[src/hdl/crc_pkg.sv]
// Package for the comparator reference control block.
// Assumes APB with 32-bit data; each of three 8-bit registers in the low bits.
package crc_pkg;
  // Register byte offsets (chosen, word aligned)
  localparam logic [7:0] REF_CTRL_OFFSET = 8'h00;
  localparam logic [7:0] REF_STATUS_OFFSET = 8'h04;
  localparam logic [7:0] REF_PORT_OFFSET = 8'h08;
  // Control register field positions
  localparam int POWER_BIT = 7;
  localparam int PIN_DRIVE_BIT = 6;
  localparam int SPAN_BIT = 5;
  localparam int SOURCE_BIT = 4;
  localparam int LEVEL_MSB = 3;
  localparam int LEVEL_LSB = 0;
  // Reset values
  localparam logic [7:0] REF_CTRL_RESET = 8'h00;
  localparam logic [7:0] PORT_DIR_RESET = 8'hFF;
  // Comparator mode that routes the reference to both comparators
  localparam logic [2:0] CMP_MODE_FOUR_TO_TWO = 3'h6;
  // Ladder tap layout: low range uses taps 0..15 of a 24 step ladder,
  // high range starts 8 steps of 32 above the bottom
  localparam logic [5:0] HIGH_RANGE_BASE = 6'h08;
  // Ladder divisors; 32 needs six bits, so the divisor is six bits wide
  localparam logic [5:0] LOW_RANGE_DIV = 6'h18;
  localparam logic [5:0] HIGH_RANGE_DIV = 6'h20;
  // Reset state of the tap pair: high range, level code zero
  localparam logic [5:0] TAP_RESET = 6'h08;
  // Access phase encoding; the bus slave holds no state and does not use it
  typedef enum logic [0:0] {
    CRC_IDLE = 1'b0,
    CRC_ACCESS = 1'b1
  } crc_bus_e;
endpackage

[src/hdl/crc_apb_slave.sv]
// APB slave front end: decodes three word registers, zero wait state.
// Assumes a standard APB master on pclk; unmapped reads return zero.
`timescale 1ns/1ps
module crc_apb_slave (
  input wire logic pclk,
  input wire logic presetn,
  input wire logic psel,
  input wire logic penable,
  input wire logic pwrite,
  input wire logic [7:0] paddr,
  input wire logic [31:0] pwdata,
  output logic [31:0] prdata,
  output logic pready,
  output logic pslverr,
  output logic wr_ctrl,
  output logic wr_port,
  output logic [7:0] wr_data,
  input wire logic [7:0] ctrl_val,
  input wire logic [7:0] status_val,
  input wire logic [7:0] port_val
);
  // Access phase completes every transfer in its first cycle
  wire access = psel & penable;
  wire hit_ctrl = paddr == crc_pkg::REF_CTRL_OFFSET;
  wire hit_status = paddr == crc_pkg::REF_STATUS_OFFSET;
  wire hit_port = paddr == crc_pkg::REF_PORT_OFFSET;
  // Unmapped addresses answer with an error rather than hanging
  wire mapped = hit_ctrl | hit_status | hit_port;
  logic [7:0] rd_mux;

  assign pready = 1'b1;
  assign pslverr = access & ~mapped;
  assign wr_ctrl = access & pwrite & hit_ctrl;
  assign wr_port = access & pwrite & hit_port;
  assign wr_data = pwdata[7:0];
  // Read selection, upper bits zero
  assign rd_mux = hit_ctrl ? ctrl_val :
                  hit_status ? status_val :
                  hit_port ? port_val : 8'h00;
  assign prdata = access & ~pwrite ? {24'h000000, rd_mux} : 32'h00000000;
endmodule

[src/hdl/crc_pin_route.sv]
// Pin multiplexer for port bit 2 and comparator reference routing.
// Assumes the analog pad interprets ref_to_pin as a switch closure.
`timescale 1ns/1ps
module crc_pin_route (
  input wire logic pin_drive,
  input wire logic port_dir_bit2,
  input wire logic [2:0] comparator_config,
  output logic ref_to_pin,
  output logic porta_bit2_digital_oe,
  output logic ref_to_comparators
);
  // Reference on the pin overrides the direction bit
  assign ref_to_pin = pin_drive;
  // Digital driver off while the reference owns the pin
  assign porta_bit2_digital_oe = ~pin_drive & ~port_dir_bit2;
  // Comparator inputs take the reference only in four-to-two mode
  assign ref_to_comparators =
    comparator_config == crc_pkg::CMP_MODE_FOUR_TO_TWO;
endmodule

[src/hdl/crc_top.sv]
// Comparator reference control: register and ladder control outputs.
// Assumes APB on pclk; analog ladder consumes the outputs directly.
//
// Behaviour
// - Bit 7 set powers ladder, clear powers down
// - Bit 6 connects reference level to port pin
// - Pin drive overrides port direction bit two
// - Span bit one: level over 24 times span
// - Span bit zero: quarter span plus level/32
// - Source bit picks external pins or rails
// - Four-bit level code selects one of sixteen
// - Reset clears whole control register to zero
// - Register contents survive sleep and wake-up
// - Reference works regardless of comparator setup
// - Comparators get reference only in mode 110
//
// The address map and the APB interface to the registers were left to the implementer.
`timescale 1ns/1ps
module crc_top (
  input wire logic pclk,
  input wire logic presetn,
  input wire logic psel,
  input wire logic penable,
  input wire logic pwrite,
  input wire logic [7:0] paddr,
  input wire logic [31:0] pwdata,
  output logic [31:0] prdata,
  output logic pready,
  output logic pslverr,
  input wire logic [2:0] comparator_config,
  output logic ref_power_on,
  output logic ref_source_select,
  output logic [5:0] ladder_tap,
  output logic [5:0] ladder_divisor,
  output logic ref_to_pin,
  output logic porta_bit2_digital_oe,
  output logic ref_to_comparators
);
  // Control register and port direction shadow
  logic [7:0] ref_ctrl_reg_q;
  logic [7:0] porta_direction_q;
  logic wr_ctrl;
  logic wr_port;
  logic [7:0] wr_data;
  logic [5:0] tap_d;
  logic [5:0] div_d;
  logic [5:0] tap_q;
  logic [5:0] div_q;
  logic [7:0] status_val;

  // Named fields of the control register
  wire ref_pin_drive = ref_ctrl_reg_q[crc_pkg::PIN_DRIVE_BIT];
  wire ref_span_select = ref_ctrl_reg_q[crc_pkg::SPAN_BIT];
  wire [3:0] ref_level_code =
    ref_ctrl_reg_q[crc_pkg::LEVEL_MSB:crc_pkg::LEVEL_LSB];

  // Bus front end
  crc_apb_slave u_bus (
    .pclk(pclk),
    .presetn(presetn),
    .psel(psel),
    .penable(penable),
    .pwrite(pwrite),
    .paddr(paddr),
    .pwdata(pwdata),
    .prdata(prdata),
    .pready(pready),
    .pslverr(pslverr),
    .wr_ctrl(wr_ctrl),
    .wr_port(wr_port),
    .wr_data(wr_data),
    .ctrl_val(ref_ctrl_reg_q),
    .status_val(status_val),
    .port_val(porta_direction_q)
  );

  // Control register: reset clears it, nothing else but a write alters it,
  // so sleep and wake-up leave it untouched
  always_ff @(posedge pclk or negedge presetn) begin
    if (!presetn) begin
      ref_ctrl_reg_q <= crc_pkg::REF_CTRL_RESET;
    end else if (wr_ctrl) begin
      ref_ctrl_reg_q <= wr_data;
    end
  end

  // Port direction shadow, resets to all inputs
  always_ff @(posedge pclk or negedge presetn) begin
    if (!presetn) begin
      porta_direction_q <= crc_pkg::PORT_DIR_RESET;
    end else if (wr_port) begin
      porta_direction_q <= wr_data;
    end
  end

  // Tap index and ladder divisor for the chosen range; level code is
  // passed as a tap so the ladder needs no arithmetic of its own
  assign tap_d = ref_span_select ? {2'b00, ref_level_code}
    : crc_pkg::HIGH_RANGE_BASE + {2'b00, ref_level_code};
  assign div_d = ref_span_select ? crc_pkg::LOW_RANGE_DIV
    : crc_pkg::HIGH_RANGE_DIV;

  // Registered so tap and divisor always move as a pair, no glitch
  // between the two on a range change
  always_ff @(posedge pclk or negedge presetn) begin
    if (!presetn) begin
      tap_q <= crc_pkg::TAP_RESET;
      div_q <= crc_pkg::HIGH_RANGE_DIV;
    end else begin
      tap_q <= tap_d;
      div_q <= div_d;
    end
  end

  // Field outputs and registered ladder pair; independent of comparator configuration
  assign ref_power_on = ref_ctrl_reg_q[crc_pkg::POWER_BIT];
  assign ref_source_select =
    ref_ctrl_reg_q[crc_pkg::SOURCE_BIT];
  assign ladder_tap = tap_q;
  assign ladder_divisor = div_q;
  // Status: routing and comparator mode as seen by the block
  assign status_val = {3'b000, ref_to_comparators, ref_to_pin,
                       comparator_config};

  // Pin and comparator routing
  crc_pin_route u_route (
    .pin_drive(ref_pin_drive),
    .port_dir_bit2(porta_direction_q[2]),
    .comparator_config(comparator_config),
    .ref_to_pin(ref_to_pin),
    .porta_bit2_digital_oe(porta_bit2_digital_oe),
    .ref_to_comparators(ref_to_comparators)
  );
endmodule

[config.mk]
export PLATFORM = sky130hd
export DESIGN_NAME = crc_top
export DESIGN_NICKNAME = d
export VERILOG_FILES = /design/src/hdl/crc_pkg.sv /design/src/hdl/crc_apb_slave.sv /design/src/hdl/crc_pin_route.sv /design/src/hdl/crc_top.sv
export SDC_FILE = /design/constraint.sdc
export NUM_CORES = 1
export LEC_CHECK = 0
export ABC_CLOCK_PERIOD_IN_PS = 1550
export BUFFER_PORTS_ARGS = -buffer_cell sky130_fd_sc_hd__clkbuf_2
export CAP_MARGIN = 20
export CELL_PAD_IN_SITES_DETAIL_PLACEMENT = 0
export CELL_PAD_IN_SITES_GLOBAL_PLACEMENT = 1
export CORE_MARGIN = 5
export CORE_UTILIZATION = 31
export DETAILED_ROUTE_END_ITERATION = 6
export PLACE_DENSITY = 0.81
export SYNTH_ARGS = -nofsm -noshare
export SYNTH_HDL_FRONTEND = slang
export SYNTH_HIERARCHICAL = 1
export SYNTH_SLANG_ARGS = --single-unit
[constraint.sdc]
create_clock -name pclk -period 1.55 [get_ports pclk]
set_clock_uncertainty 0.15 [all_clocks]
set_input_delay 0.155 -clock pclk [delete_from_list [all_inputs] [get_ports pclk]]
set_output_delay 0.155 -clock pclk [all_outputs]
set_load 0.05 [all_outputs]
-- Word level (Yosys, flattened, before mapping)
Index checks and enable logic that the tools add are counted.
- bits in registers: 27
- input port bits: 48
- output and inout port bits: 51
- logic and storage cells: 28
- add/sub/neg operators: 1
- eq/ne operators: 3
- mux-type cells: 6
- bitwise gates (word level): 13
- reductions and logical operators: 1
- operator list (cell ; number):
    $mux 8 ; 4
    $eq 8x3->1 const B ; 1
    $eq 8x4->1 const B ; 1
    $logic_not 8->1 ; 1
    $and 1x1->1 ; 7
    $mux 6 ; 1
    $add 4x4->5 const A ; 1
    $mux 5 ; 1
    $not 1->1 ; 4
    $eq 3x3->1 const B ; 1
    $or 1x1->1 ; 2

-- Logic depth before layout (Yosys ltp)
Gate-level depths: netlist of run 1.
- word-level depth: 5
- mapped depth: 5
- mapped depth without buffers: 4

-- By module
Netlist of run 1, hierarchy kept.
- by module, submodules not included (module ; instances ; cells each ; area each (sq um) ; sequential area each (sq um)):
    crc_top ; 1 ; 49 ; 908.4 ; 588.1
    crc_apb_slave ; 1 ; 83 ; 616.8 ; 0.0
    crc_pin_route ; 1 ; 3 ; 20.0 ; 0.0

-- Worst setup path before layout of run 1
No wires, ideal clock.
- kind: input to output
- start point: input port comparator_config[0]
- end point: output port prdata[4]
- arrival time: 1922 ps
- data required time: 1245 ps
- slack: -677 ps
- cell stages on the path: 3
- buffers on the path: 0
- path through: and3b_1 -> nor2b_1 -> a2111oi_2
- longest elaborated chain between the ends: 4
- ends and longest elaborated chain (item ; RTL line ; source):
    start, declared ; crc_top.sv:30 ; input wire logic [2:0] comparator_config,
    $eq 3x3->1 ; crc_pin_route.sv:18 ; comparator_config == crc_pkg::CMP_MODE_FOUR_TO_TWO;
    $mux 8 ; crc_apb_slave.sv:38 ; hit_status ? status_val :
    $mux 8 ; crc_apb_slave.sv:37 ; assign rd_mux = hit_ctrl ? ctrl_val :
    $mux 8 ; crc_apb_slave.sv:40 ; assign prdata = access & ~pwrite ? {24'h000000, rd_mux} : 32'h00000000;
    end, declared ; crc_top.sv:27 ; output logic [31:0] prdata,
No other way between the ends.

-- Final worst setup path of run 1
- start point: register porta_direction_q[0]
- end point: output port prdata[0]
- longest elaborated chain between the ends: 4
- ends and longest elaborated chain (item ; RTL line ; source):
    start, declared ; crc_top.sv:41 ; logic [7:0] porta_direction_q;
    start signal, assigned ; crc_top.sv:90 ; porta_direction_q <= crc_pkg::PORT_DIR_RESET;
    start signal, assigned ; crc_top.sv:92 ; porta_direction_q <= wr_data;
    $mux 8 ; crc_apb_slave.sv:39 ; hit_port ? port_val : 8'h00;
    $mux 8 ; crc_apb_slave.sv:38 ;
    $mux 8 ; crc_apb_slave.sv:37 ;
    $mux 8 ; crc_apb_slave.sv:40 ;
No other way between the ends.

==> results.py, run 1 <==
metrics = {
    "layout": {
        "finalNetCount": 244,
        "antenna-diode-count": 0,
        "final_common_cell": "clkbuf_2",
        "layout-drive-gt1-share_pct": 57.73,
        "layout_common_cells": "37 x clkbuf_2, 32 x conb_1, 16 x mux2_4",
        "design_area_um2": 2177,
        "fin_cells": 261,
        "syn2layout_area_growth_pct": 40.89,
    },
    "setup_path": {
        "rr_worst_depth": 2,
        "endpoint_kind": "primary output",
        "path_max_fanout": 2,
        "r2r_slack_ns": 0.50,
        "regToRegStartpoint": "ref_ctrl_reg_q[6]",
        "cp_data_required_time_ns": 1.24,
        "timing.rr.end": "ref_ctrl_reg_q[6]",
        "setup.worst_path.start_class": "flop",
        "cp-endpoint": "prdata[0]",
        "crit_start": "porta_direction_q[0]",
        "worstPathArrival_ns": 1.49,
        "crit_type": "flop to primary output",
    },
    "flow_run": {
        "drv_cap": 0,
    },
    "clock_tree": {
        "cts_buffers": 3,
        "cts_max_level": 1,
        "cts_tree": "done",
        "clockBufferDepth": 2,
        "clkLatencyLatePin_ns": 0.27,
        "cts_root_buf": "clkbuf_8",
        "cts.sinks": 23,
        "clk_pin_slew_ns": 0.08,
    },
    "power_and_ir_drop": {
        "power_density_nw_per_um2": 621.6,
        "p_total_w": 0.001353,
        "power_frac_clock_pct": 27.7,
        "p_int_w": 0.0008837,
        "p_seq_share_pct": 45.8,
        "netSwitchingFraction_pct": 34.70,
        "p_leak_nw": 0.9981,
        "comb_power_share_pct": 26.4,
        "net-switching-power_w": 0.0004696,
        "ir_worst_vdd_uv": 311.3,
    },
    "grt": {
        "grt_first_pass_wirelength_um": 5278,
        "grt_use_total_pct": 10.78,
        "grt_max_degree": 24,
        "antenna_found_initial": 0,
        "grt_pass1_vias": 1098,
        "grt_overflow": 0,
    },
    "floorplan": {
        "core_area_um2": 4786,
        "rows": 25,
        "die_h_um": 80.60,
        "start_util_pct": 32.29,
        "io_pins": 99,
        "die_area_um2": 6496,
        "fp.dieW_um": 80.60,
    },
    "sta": {
        "timing.hold.ws_ns": 0.2550,
        "slew_violations": 0,
        "hold_viol": 0,
        "max_slew.worst_pin.slew_ns": 0.5564,
        "rsz0062_at_grt": "true",
        "max_freq_mhz": 555.7,
        "period_needed_ns": 1.800,
        "setup_slack_ns": -0.2497,
        "finalCritPeriodShare_pct": 116.1,
        "relSlewSlack_pct": 62.91,
        "final-setup-viol-count": 16,
    },
    "drt": {
        "first_iter_violations": 28,
        "post_drt_via_cell_ratio": 3.981,
        "vias": 1039,
        "routedWlPerCell_um": 13.27,
        "antenna_left": 0,
        "drc": 0,
        "drt_pass1_iterations": 3,
        "routed_wl_um": 3464,
    },
    "yosys": {
        "yosys_warnings": 6,
        "synth_area_per_cell_um2": 11.45,
        "syn_area_um2": 1545,
        "synth_seq_cells": 23,
        "ys_seq_area_share_pct": 38.06,
        "synthCells": 135,
        "synth_cell_types": 22,
    },
    "run_status": {
        "status": "complete, but fails checks",
        "violations": "negative setup slack",
    },
    "placement": {
        "preCtsSetupSlack_ns": -0.2738,
        "dp_hpwl_um": 2649,
        "gp_congestion": 0.7327,
        "place_area_um2": 1937,
        "port-buffer-count": 45,
        "dpl.cell_count": 246,
    },
    "min_path": {
        "worst_hold_path_type": "input port to asynchronous set/reset pin",
    },
}
-- sequential cells by signal (all words and copies together), names as in the netlist --
name	count
porta_direction_q	8
ref_ctrl_reg_q	8
ladder_tap	5
ladder_divisor	2
-- Yosys cell counts --
cell type   n  share of area (%)
nor4b_1     1               0.57
buf_4      39                 19
buf_6       2                1.5
mux2_4     16                 16
or4_1       1               0.49
nor2_1     11                2.7
nor4_4      1                1.4
and3b_1     2                1.1
nand3_1     1               0.32
conb_1      3               0.73
dfrtp_1    13                 21
a31oi_1     1               0.41
a2111oi_2   8                7.8
nand3_4     1                1.1
clkbuf_1    3               0.73
nand4_1     1               0.41
inv_1       1               0.24
nor2b_1     8                3.2
nand2_1     3               0.73
dfstp_2    10                 17
nand2b_1    8                3.2
ha_1        1               0.81
-- how the worst min path moves through the flow --
stage / depth (start not counted) / from / slack (ns) / to
after floorplan: 0 / presetn / -0.29 / ladder_divisor[4]
after global placement: 1 / presetn / 0.02 / ladder_tap[0]
after detailed placement: 1 / presetn / 0.03 / ladder_tap[4]
after CTS: 2 / presetn / 0.27 / ladder_tap[4]
after global routing: 0 / ref_ctrl_reg_q[2] / 0.29 / ladder_tap[2]
final: 2 / presetn / 0.26 / ref_ctrl_reg_q[3]
-- what timing repair did --
action                                 in CTS  in global routing
setup buffers                               1                  1
hold buffers                                9                  0
endpoints found under the hold margin      29                  0
pin swaps                                   8                  4
setup endpoints to repair                   8                 16
resized for setup                          14                  2
-- power groups by stage --
stage                     registers, W  clock network [W]  logic (W)
after floorplan               0.000642                  0   0.000308
after global routing          0.000621           0.000419   0.000379
after detailed placement      0.000629                  0   0.000334
after CTS                     0.000620           0.000394   0.000356
after global placement        0.000629                  0   0.000330
final                         0.000620           0.000375   0.000358
-- metal layers --
metal,up-vias,wire length [µm],GRT usage (%)
li1,502,-,-
met1,489,1467,13.96
met2,44,1766,17.47
met3,4,210,2.018
met4,0,20,4.561
met5,-,0,0
-- kinds of logic after synthesis --
| group | count (synthesis) | synth area share [%] |
|---|---|---|
| buffers and inverters | 45 | 21.38 |
| AND/OR/NAND/NOR | 38 | 15.30 |
| flip-flops | 23 | 38.06 |
| multiplexers | 16 | 15.55 |
| AO/OA/AOI/OAI | 9 | 8.179 |
| other | 3 | 0.7287 |
| adder cells (fa/ha/maj) | 1 | 0.8096 |
-- critical path, stage by stage, from the launching register on --
cell and delay, ns:
dfstp_2 0.57, nand2b_4 0.06, a2111oi_4 0.36, clkbuf_8 0.25
-- per-stage QoR --
| step | util, % | TNS, ns |
|---|---|---|
| after CTS | 45.02 | -1.715 |
| after global placement | 40.47 | -4.654 |
| after global routing | 45.49 | -2.604 |
| after floorplan | - | -2.651 |
| after detailed placement | 40.47 | -5.318 |
| final | 45.49 | -1.721 |
-- layout make-up --
type | instances | area [µm²]
clock buffers | 3 | 41.29
clock inverters | 1 | 5.005
fillers | 437 | 2609
inverters | 1 | 3.754
multi-input cells | 96 | 904.6
flip-flops and latches | 23 | 589.3
well taps | 67 | 83.83
repair buffers | 70 | 549.3
(Power assumes the default switching activity.)
==> inputs of run 2 (changes only) <==
Settings changed: CORE_ASPECT_RATIO set to 1.1.
==> results.py, run 2 (same netlist as run 1, synthesis figures left out) <==
metrics = {
    "layout": {
        "multi_input_area_um2": 907.1,
        "antenna-diode-count": 0,
        "layout-drive-gt1-share_pct": 57.81,
        "seq_area_um2": 589.3,
        "final_common_cell": "clkbuf_2",
        "syn2layout_area_growth_pct": 40.16,
        "fin_util_pct": 43.91,
        "fin_cells": 250,
        "fill_cells": 463,
        "layout_common_cells": "34 x clkbuf_2, 32 x conb_1, 16 x mux2_4",
        "finalNetCount": 242,
    },
    "setup_path": {
        "setup.worst_path.start_class": "flop",
        "crit_type": "flop to primary output",
        "cp_data_required_time_ns": 1.24,
        "endpoint_kind": "primary output",
        "path_max_fanout": 2,
        "regToRegStartpoint": "porta_direction_q[2]",
        "rr_worst_depth": 2,
        "worstPathArrival_ns": 1.46,
        "r2r_slack_ns": 0.54,
        "timing.rr.end": "porta_direction_q[2]",
    },
    "floorplan": {
        "die_area_um2": 6498,
        "core_area_um2": 4932,
        "io_pins": 99,
        "die_h_um": 84.05,
        "start_util_pct": 31.33,
        "fp.dieW_um": 77.32,
        "rows": 27,
    },
    "sta": {
        "rsz0062_at_grt": "true",
        "max_slew.worst_pin.slew_ns": 0.5642,
        "final-setup-viol-count": 16,
        "period_needed_ns": 1.768,
        "setup_slack_ns": -0.2183,
        "max_freq_mhz": 565.5,
        "finalCritPeriodShare_pct": 114.1,
        "slew_violations": 0,
        "hold_viol": 0,
        "relSlewSlack_pct": 62.39,
        "timing.hold.ws_ns": 0.004119,
    },
    "clock_tree": {
        "cts_max_level": 1,
        "clockBufferDepth": 2,
        "cts_buffers": 3,
        "clk_pin_slew_ns": 0.08,
        "cts_root_buf": "clkbuf_8",
        "cts.sinks": 23,
        "cts_tree": "done",
        "clkLatencyLatePin_ns": 0.26,
    },
    "placement": {
        "preCtsSetupSlack_ns": -0.2556,
        "gp_congestion": 0.8575,
        "port-buffer-count": 45,
        "dp_hpwl_um": 2535,
        "dpl.cell_count": 234,
    },
    "flow_run": {
        "drv_cap": 0,
    },
    "drt": {
        "drc": 0,
        "routedWlPerCell_um": 13.12,
        "first_iter_violations": 72,
        "drt_pass1_iterations": 3,
        "antenna_left": 0,
        "post_drt_via_cell_ratio": 4.148,
        "vias": 1037,
        "routed_wl_um": 3280,
    },
    "power_and_ir_drop": {
        "p_leak_nw": 0.9892,
        "ir_worst_vdd_uv": 259.9,
        "power_density_nw_per_um2": 620.5,
    },
    "grt": {
        "antenna_found_initial": 0,
        "grt_pass1_vias": 1124,
        "grt_first_pass_wirelength_um": 5395,
        "grt_max_degree": 24,
        "grt_use_total_pct": 10.28,
        "grt_overflow": 0,
    },
    "min_path": {
        "min-delay-start": "pwdata[1]",
        "hold_end": "ref_ctrl_reg_q[1]",
        "worst_hold_path_type": "input port to flop",
        "hold-path-cell-count": 2,
    },
    "run_status": {
        "violations": "negative setup slack",
        "status": "complete, but fails checks",
    },
}
-- run 2: cell types whose count changed in the layout (fill, tap and decap cells not counted), moves of 2 or more --
cell,previous run,this run
clkbuf_2,37,34
buf_2,0,2
buf_6,0,2
buf_4,14,12
-- run 2: critical path: stages (launching register included) --
cell	delay, ns
dfstp_2	0.54
nand2b_1	0.09
a2111oi_4	0.39
buf_12	0.19
-- run 2: how the worst max path moves through the flow --
stage,start,to,slack (ns),depth (start not counted)
floorplan,paddr[5],prdata[4],-0.29,3
global placement,paddr[5],prdata[4],-0.25,6
detailed placement,paddr[5],prdata[4],-0.26,6
CTS,porta_direction_q[3],prdata[3],-0.22,3
global route,porta_direction_q[0],prdata[0],-0.26,3
finish,porta_direction_q[0],prdata[0],-0.22,3
-- run 2: area by class of cell --
class	count	area share, %
Clock buffer	4	2.080
Inverter	1	0.1733
Multi-Input combinational cell	96	41.88
Tap cell	58	3.351
Timing Repair Buffer	68	25.30
Sequential cell	23	27.21
-- run 2: routing by layer --
layer	vias up	track usage [%]	routed length, µm
met4	0	3.750	19
met1	493	12.46	1340
li1	500	-	-
met5	-	0	0
met2	42	17.38	1632
met3	2	2.592	288
-- run 2: repair_timing --
action | in CTS | in global routing
hold buffers | 8 | 0
setup buffers | 2 | 2
pin swaps | 9 | 3
endpoints found under the setup margin | 8 | 25
hold endpoints to repair | 27 | 0
resized for setup | 12 | 8
-- run 2: through the flow --
| step | power (W) | setup TNS, ns | cell area [µm²] |
|---|---|---|---|
| after detailed placement | 0.0009585 | -5.359 | 1918 |
| after CTS | 0.001352 | -1.664 | 2123 |
| after floorplan | 0.0009502 | -2.651 | 1790 |
| final | 0.001344 | -1.953 | 2166 |
| after global routing | 0.001407 | -3.732 | 2166 |
| after global placement | 0.0009555 | -5.300 | 1918 |
-- run 2: power breakdown --
| group | leakage [nW] | internal (W) | total, W | switching (W) |
|---|---|---|---|---|
| Clock | 0.0228 | 0.000183 | 0.000368 | 0.000185 |
| Sequential | 0.283 | 0.000613 | 0.000620 | 0.00000703 |
| Combinational | 0.683 | 0.0000910 | 0.000356 | 0.000265 |
